<file path="config.mk">
export PLATFORM = sky130hd
export DESIGN_NAME = sib_sensor_image
export DESIGN_NICKNAME = d
export VERILOG_FILES = /design/src/pkg/sib_pkg.sv /design/src/hdl/sib_sensor_image.sv
export SDC_FILE = /design/constraint.sdc
export NUM_CORES = 1
export LEC_CHECK = 0
export BUFFER_PORTS_ARGS = -buffer_cell sky130_fd_sc_hd__buf_4
export CORE_MARGIN = 2
export CORE_UTILIZATION = 55
export DETAILED_ROUTE_END_ITERATION = 7
export HOLD_SLACK_MARGIN = 0.05
export PLACE_DENSITY = 0.84
export SLEW_MARGIN = 0
export SYNTH_ARGS = -nofsm -noshare
export SYNTH_HDL_FRONTEND = slang
export SYNTH_SLANG_ARGS = --single-unit
</file>
<file path="constraint.sdc">
create_clock -name clk -period 3 [get_ports clk]
set_input_delay 0.15 -clock clk [delete_from_list [all_inputs] [get_ports clk]]
set_output_delay 0.15 -clock clk [all_outputs]
set_load 0.05 [all_outputs]
</file>
<file path="src/pkg/sib_pkg.sv">
package sib_pkg;
   localparam int          NUM_CH       = 8;
   localparam int          WORD_W       = 16;
   localparam int          NUM_WORDS    = 4;
   localparam int          IMAGE_W      = NUM_WORDS * WORD_W;
   // Word positions inside the flat image, data words first
   localparam int          WORD_PRIMARY = 0;
   localparam int          WORD_SECOND  = 1;
   localparam int          WORD_COMMON  = 2;
   localparam int          WORD_SHORT   = 3;
   // Filter bit index offset for the additional sensors 9..16
   localparam int          FILT_ADD_OFS = 8;
   localparam logic [7:0]  DIAG_SEL_RST = 8'hff;
   localparam logic [15:0] FILTER_RST   = 16'h0000;
   localparam logic [3:0]  BAUD_SEL_W   = 4'h4;
   localparam logic [3:0]  BAUD_SEL_500K = 4'h7;
   localparam int          NODE_W       = 7;
   localparam logic [6:0]  NODE_ID_MAX  = 7'h20;
   localparam logic [6:0]  NODE_ID_MIN  = 7'h01;
   localparam int          CLK_HZ       = 100_000_000;
   localparam int          BAUD_HZ      = 500_000;
   localparam int          BIT_CYCLES   = CLK_HZ / BAUD_HZ;
   localparam int          BIT_CNT_W    = 8;
   localparam logic [7:0]  BIT_CNT_LAST = 8'(BIT_CYCLES - 1);
endpackage : sib_pkg

</file>
<file path="src/hdl/sib_sensor_image.sv">
// Notes on behaviour
// Per-channel config bit, reset 1: secondary line carries primary diagnostic.
// Config bit 0: secondary line is extra sensor 9..16, no diagnostic.
// Primary sensor line states form the first image word.
// Secondary line data, diagnostic or extra sensor, forms the second word.
// Filter bit per input, reset 0; set to 1 ignores that input.
// Sixteen filter bits; primary ones apply at config 1, extra at 0.
// Four contiguous 16-bit words, data words before diagnostic words.
// Diagnostic bit 1 and red lamp on when secondary line lacks signal.
// Third word holds common diagnostics, 1 means problem, any config.
// Fourth word flags supply short per channel, 1 means short.
// Gateway places the words in its input block by node address.
// Node id on switches at most 32 and matching master setup.
// Link runs at 500 kbaud when baud selector sits at position 7.
// Filtered input reads 0; socket n maps to bit n-1.
`timescale 1ns/1ps
`default_nettype none
module sib_sensor_image (
   input  wire logic                           clk,
   input  wire logic                           rst_n,
   input  wire logic [sib_pkg::NUM_CH-1:0]     primary_pin,
   input  wire logic [sib_pkg::NUM_CH-1:0]     secondary_pin,
   input  wire logic [sib_pkg::WORD_W-1:0]     common_fault_pin,
   input  wire logic [sib_pkg::NUM_CH-1:0]     supply_short_pin,
   input  wire logic [3:0]                     baud_sel_pin,
   input  wire logic [sib_pkg::NODE_W-1:0]     node_id_pin,
   input  wire logic                           cfg_wr,
   input  wire logic [sib_pkg::NUM_CH-1:0]     cfg_diag_sel,
   input  wire logic [sib_pkg::WORD_W-1:0]     cfg_filter,
   output logic [sib_pkg::IMAGE_W-1:0]         process_image_q,
   output logic [sib_pkg::NUM_CH-1:0]          red_led_q,
   output logic                                link_enable_q,
   output logic                                baud_tick_q,
   output logic                                node_ok_q,
   output logic [sib_pkg::NODE_W-1:0]          node_id_q
);
   import sib_pkg::*;

   // Two synchroniser stages for every field input
   logic [NUM_CH-1:0]  prim_s1_q, prim_s2_q;
   logic [NUM_CH-1:0]  sec_s1_q,  sec_s2_q;
   logic [WORD_W-1:0]  comm_s1_q, comm_s2_q;
   logic [NUM_CH-1:0]  shrt_s1_q, shrt_s2_q;
   logic [BAUD_SEL_W-1:0] baud_s1_q, baud_s2_q;
   logic [NODE_W-1:0]  node_s1_q, node_s2_q;
   logic [NUM_CH-1:0]  diag_sel_q;
   logic [WORD_W-1:0]  filter_q;
   logic [BIT_CNT_W-1:0] bit_cnt_q;
   logic [NUM_CH-1:0]  prim_word_d, sec_word_d, led_d;

   // Pins come from the field; two stages before any logic looks
   always_ff @(posedge clk) begin
      if (!rst_n) begin
         prim_s1_q <= '0;
         prim_s2_q <= '0;
      end else begin
         prim_s1_q <= primary_pin;
         prim_s2_q <= prim_s1_q;
      end
   end

   // Secondary lines carry a diagnostic or an extra sensor
   always_ff @(posedge clk) begin
      if (!rst_n) begin
         sec_s1_q <= '0;
         sec_s2_q <= '0;
      end else begin
         sec_s1_q <= secondary_pin;
         sec_s2_q <= sec_s1_q;
      end
   end

   // Common faults pass unmasked; filters cover sensors only
   always_ff @(posedge clk) begin
      if (!rst_n) begin
         comm_s1_q <= '0;
         comm_s2_q <= '0;
      end else begin
         comm_s1_q <= common_fault_pin;
         comm_s2_q <= comm_s1_q;
      end
   end

   // Supply shorts are never filtered either
   always_ff @(posedge clk) begin
      if (!rst_n) begin
         shrt_s1_q <= '0;
         shrt_s2_q <= '0;
      end else begin
         shrt_s1_q <= supply_short_pin;
         shrt_s2_q <= shrt_s1_q;
      end
   end

   // Switches read live, so turning one takes effect without reset
   always_ff @(posedge clk) begin
      if (!rst_n) begin
         baud_s1_q <= '0;
         baud_s2_q <= '0;
      end else begin
         baud_s1_q <= baud_sel_pin;
         baud_s2_q <= baud_s1_q;
      end
   end

   always_ff @(posedge clk) begin
      if (!rst_n) begin
         node_s1_q <= '0;
         node_s2_q <= '0;
      end else begin
         node_s1_q <= node_id_pin;
         node_s2_q <= node_s1_q;
      end
   end

   // Configuration loaded by the gateway, held until the next write
   // Written from logic on this clock, so no synchroniser here
   always_ff @(posedge clk) begin
      if (!rst_n) begin
         diag_sel_q <= DIAG_SEL_RST;
         filter_q   <= FILTER_RST;
      end else if (cfg_wr) begin
         diag_sel_q <= cfg_diag_sel;
         filter_q   <= cfg_filter;
      end
   end

   // Primary filter only counts while the channel is diagnostic
   always_comb begin
      for (int i = 0; i < NUM_CH; i++) begin
         if (diag_sel_q[i]) begin
            prim_word_d[i] = prim_s2_q[i] & ~filter_q[i];
         end else begin
            prim_word_d[i] = prim_s2_q[i];
         end
      end
   end

   // Diagnostics are not filtered; the lamp mirrors the diagnostic bit
   always_comb begin
      for (int i = 0; i < NUM_CH; i++) begin
         if (diag_sel_q[i]) begin
            // Diagnostic is active low on the line
            sec_word_d[i] = ~sec_s2_q[i];
            led_d[i]      = ~sec_s2_q[i];
         end else begin
            // Extra sensor uses the upper half of the filter bits
            sec_word_d[i] = sec_s2_q[i]
                            & ~filter_q[i + FILT_ADD_OFS];
            led_d[i]      = 1'b0;
         end
      end
   end

   // Image words, primary data first and diagnostics after
   always_ff @(posedge clk) begin
      if (!rst_n) begin
         process_image_q <= '0;
      end else begin
         // Unused upper bits of words one, two and four read zero
         process_image_q[WORD_PRIMARY*WORD_W +: WORD_W] <=
            {{(WORD_W-NUM_CH){1'b0}}, prim_word_d};
         process_image_q[WORD_SECOND*WORD_W +: WORD_W] <=
            {{(WORD_W-NUM_CH){1'b0}}, sec_word_d};
         process_image_q[WORD_COMMON*WORD_W +: WORD_W] <=
            comm_s2_q;
         process_image_q[WORD_SHORT*WORD_W +: WORD_W] <=
            {{(WORD_W-NUM_CH){1'b0}}, shrt_s2_q};
      end
   end

   // Lamps take the same edge as the second word they mirror
   always_ff @(posedge clk) begin
      if (!rst_n) begin
         red_led_q <= '0;
      end else begin
         red_led_q <= led_d;
      end
   end

   // Link bit-rate enable; other switch positions keep the link silent
   always_ff @(posedge clk) begin
      if (!rst_n) begin
         link_enable_q <= 1'b0;
      end else begin
         link_enable_q <= (baud_s2_q == BAUD_SEL_500K);
      end
   end

   // Count restarts while the link is off, so the first tick after
   // enabling comes a full bit time later, never a short one
   always_ff @(posedge clk) begin
      if (!rst_n) begin
         bit_cnt_q   <= '0;
         baud_tick_q <= 1'b0;
      end else if (!link_enable_q) begin
         bit_cnt_q   <= '0;
         baud_tick_q <= 1'b0;
      end else if (bit_cnt_q == BIT_CNT_LAST) begin
         bit_cnt_q   <= '0;
         baud_tick_q <= 1'b1;
      end else begin
         bit_cnt_q   <= bit_cnt_q + 1'b1;
         baud_tick_q <= 1'b0;
      end
   end

   // Node address for gateway placement; out-of-range ids are flagged
   // Id 0 is no legal node, so it is flagged like one above the limit;
   // the gateway still sees the raw id to report the misconfiguration
   always_ff @(posedge clk) begin
      if (!rst_n) begin
         node_id_q <= '0;
         node_ok_q <= 1'b0;
      end else begin
         node_id_q <= node_s2_q;
         node_ok_q <= (node_s2_q >= NODE_ID_MIN)
                      && (node_s2_q <= NODE_ID_MAX);
      end
   end
endmodule : sib_sensor_image
`default_nettype wire

</file>
==> metrics.md <==
| Metric | Value |
|---|---|
| Worst-path clk slew | `70 ps` |
| Gpl congestion | `0.763` |
| GRT Residual Overflow | `0` |
| Port bufs | `around 140` |
| Final core utilization | `0.798` |
| Status | `complete, no violations` |
| DR DRC count | `0` |
| Total Wirelength | `12.1 mm` |
| Final setup violation count | `0` |
| Mapped cell area | `0.00585 mm²` |
| Tmin final | `1330 ps` |
| Sw Ratio | `0.231` |
| Crit-path cells | `or4_4 -> nor3_1 -> and4bb_2` |
| Number of nets with antenna violations after routing | `0` |
| Pins Over Slew Limit | `0` |
| I/O pin cnt | `between 150 and 200` |
| Clock share of power | `0.397` |
| Die width | `107 µm` |
| Post-Syn Instances | `506` |
| H-Tree Level Count | `4` |
| Clock latency on the worst-skew pair | `approximately 530 ps` |
| Slowest-stage cell, CP | `or4_4` |
| All-layer global routing usage | `0.221` |
| Avg Inst Size Synth | `between 10 and 15 µm²` |
| Initial core utilization | `0.567` |
| Type of element capturing the critical path | `flop` |
| WL/cell | `13.9 µm` |
| Pre-CTS setup slack | `1670 ps` |
| Total power | `5.41 mW` |
| Die height | `107 µm` |
| Power Density | `657 mW/mm²` |
| Post-route cell area | `0.00824 mm²` |
| Pin count of the biggest net entering global routing | `67` |
| Crit path DAT | `between 1500 and 2000 ps` |
| Top post-synthesis cells by area | `dfxtp_1 66%, and2_1 14%, mux2i_1 5.5%, buf_4 3.1%, nor2b_1 2.6%` |
| CTS Root Buffer Type | `clkbuf_8` |
| Synth async-reset ratio | `0` |
| Top-area cell type share of the netlist area | `0.657` |
| Core ar. | `approximately 0.010 mm²` |
| Hold/Removal Path Class | `in -> reg` |
| First-pass GRT wire length | `roughly 19 mm` |
| Total CTS buffers | `17` |
| Fmax | `751 MHz` |
| Vias in the first global route | `4046` |
| Post-synthesis sequential area ratio | `0.657` |
| Yosys top cell by area | `dfxtp_1` |
| Seq pwr share | `0.500` |
| CTS tree | `built` |
| Leak | `3.69 nW` |
| Setup ws final | `1670 ps` |
| Area of placed instances | `0.00686 mm²` |
| Vias per cell | `4.51` |
| ANT cells | `0` |
| Kind of critical path | `reg -> reg` |
| DP Wirelength | `6.74 mm` |
| CP Data Required Time | `3420 ps` |
| Clock Tree Buf Depth | `2` |
| DRT Pass-1 Iters | `4` |
| Final nets | `798` |
| YS warnings | `0` |
| Ys flop type | `dfxtp_1` |
| Peak VDD IR | `0.408 mV` |
| Final TNS setup | `0 ps` |
| Most frequent cell after synthesis | `dfxtp_1` |
| Syn-to-layout area delta | `40.8%` |
| Max FO, Critical Path | `2` |
| Clock sinks | `~190` |
| RSZ-0062 raised after global routing | `no` |
| Vias | `3911` |
| Startpoint types | `flop` |
| Max cap viols | `0` |
| Layout cell share with drive strength beyond 1 | `0.231` |
| Fin crit share | `0.444` |
| Initial antenna violation count | `0` |
| Final Hold Viols | `0` |
| P_int | `4.16 mW` |
| Number of enable flip-flop cells after synthesis | `0` |
| Number of distinct library cells after synthesis | `27` |
| Synthesis-stage register bit count | `192` |
| CP peak stage delay | `roughly 530 ps` |
| Combinational power share | `0.103` |
| Starting DRT DRC Count | `105` |
| Commonest cells post-synth | `192 x dfxtp_1, 133 x and2_1, 32 x mux2i_1` |
| Row cnt | `37` |
| Die area | `0.0115 mm²` |
| Psw | `approximately 1.2 mW` |
| Fin Clk Skew | `11.8 ps` |
## cell usage in the layout, fill, tap and decap left out, drive strengths merged, types with 2 or more instances in the layout
master	synthesis	routed
buf	28	137
nand3	3	3
clkinvlp	0	2
nor2b	24	24
o21ai	4	4
inv	1	2
conb	1	24
and2	134	134
nor2	14	14
bufinv	0	2
a21oi	11	11
mux2i	32	32
dfxtp	192	192
clkbuf	19	22
clkinv	0	4
or3	3	3
nor3	2	2
nand2	20	20
and3b	8	8
xor2	2	2
dlygate4sd3	0	81
nand4	2	2
## routing by layer
metal  track usage  vias to the layer above  wire [µm]
li1              -                     1968          -
met1         0.229                     1821       4780
met2         0.414                      107       6590
met3        0.0717                       15        557
met4        0.0788                        0        162
met5             0                        -          0
## sequential cells by signal, indices dropped and copies added, names as in the netlist, 8 cells and up
signal	count
diag_sel_q	8
filter_q	16
red_led_q	8
process_image_q	40
sec_s2_q	8
comm_s2_q	16
prim_s1_q	8
sec_s1_q	8
prim_s2_q	8
comm_s1_q	16
shrt_s1_q	8
shrt_s2_q	8
bit_cnt_q	8
## critical path: cells and delay by family, from the launching register on
family	cells	cell delay, ps
and+or+nand+nor	3	910
DFF	1	310
## through the flow
| stage | std cells | hold WS (ps) |
|---|---|---|
| after global placement | 755 | 358 |
| after detailed placement | 755 | 360 |
| after floorplan | 529 | 277 |
| after global routing | 867 | 100 |
| final | 867 | 83.9 |
| after CTS | 867 | 51.8 |
## power by group through the flow
stage,Combinational (mW),Clock (mW),Sequential (mW)
after global placement,0.454,0,2.76
after global routing,0.593,2.29,2.72
after detailed placement,0.462,0,2.76
final,0.557,2.15,2.71
after floorplan,0.222,0,2.87
after CTS,0.549,2.17,2.71
## kinds of logic (layout without fill, tap and decap cells)
| kind of cell | count (synthesis) | in the layout | synth area share |
|---|---|---|---|
| adders and majority gates | 1 | 1 | 0.00214 |
| buffers and inverters | 48 | 250 | 0.0481 |
| DFF | 192 | 192 | 0.657 |
| and+or+nand+nor | 213 | 213 | 0.218 |
| muxes | 32 | 32 | 0.0547 |
| AOI/OAI and AO/OA | 16 | 16 | 0.0145 |
| xor gates and xnor gates | 3 | 3 | 0.00449 |
| other | 1 | 24 | 0.000641 |
## area by class of cell
cell class | instances | area, µm²
well taps | 136 | 170
clock buffers | 22 | 463
multi-input cells | 289 | 1810
clock inverters | 9 | 108
fillers | 582 | 2080
flip-flops and latches | 192 | 3840
repair buffers | 218 | 1840
inverters | 1 | 3.75
## timing repair
action | in CTS | in global routing
hold buffers | 81 | 0
resized for setup | 0 | 0
setup endpoints to repair | 0 | 0
endpoints found under the hold margin | 75 | 0
buffers inserted | 0 | 0
## final timing paths
check	cells after the start	slack (ps)	to	from
setup reg to reg	3	1670	node_ok_q	node_s2_q[0]
hold reg to reg	1	400	link_enable_q	baud_s2_q[3]
hold / removal	3	80	process_image_q[7]	rst_n
setup / recovery	3	1670	node_ok_q	node_s2_q[0]
(Power assumes the default switching activity.)
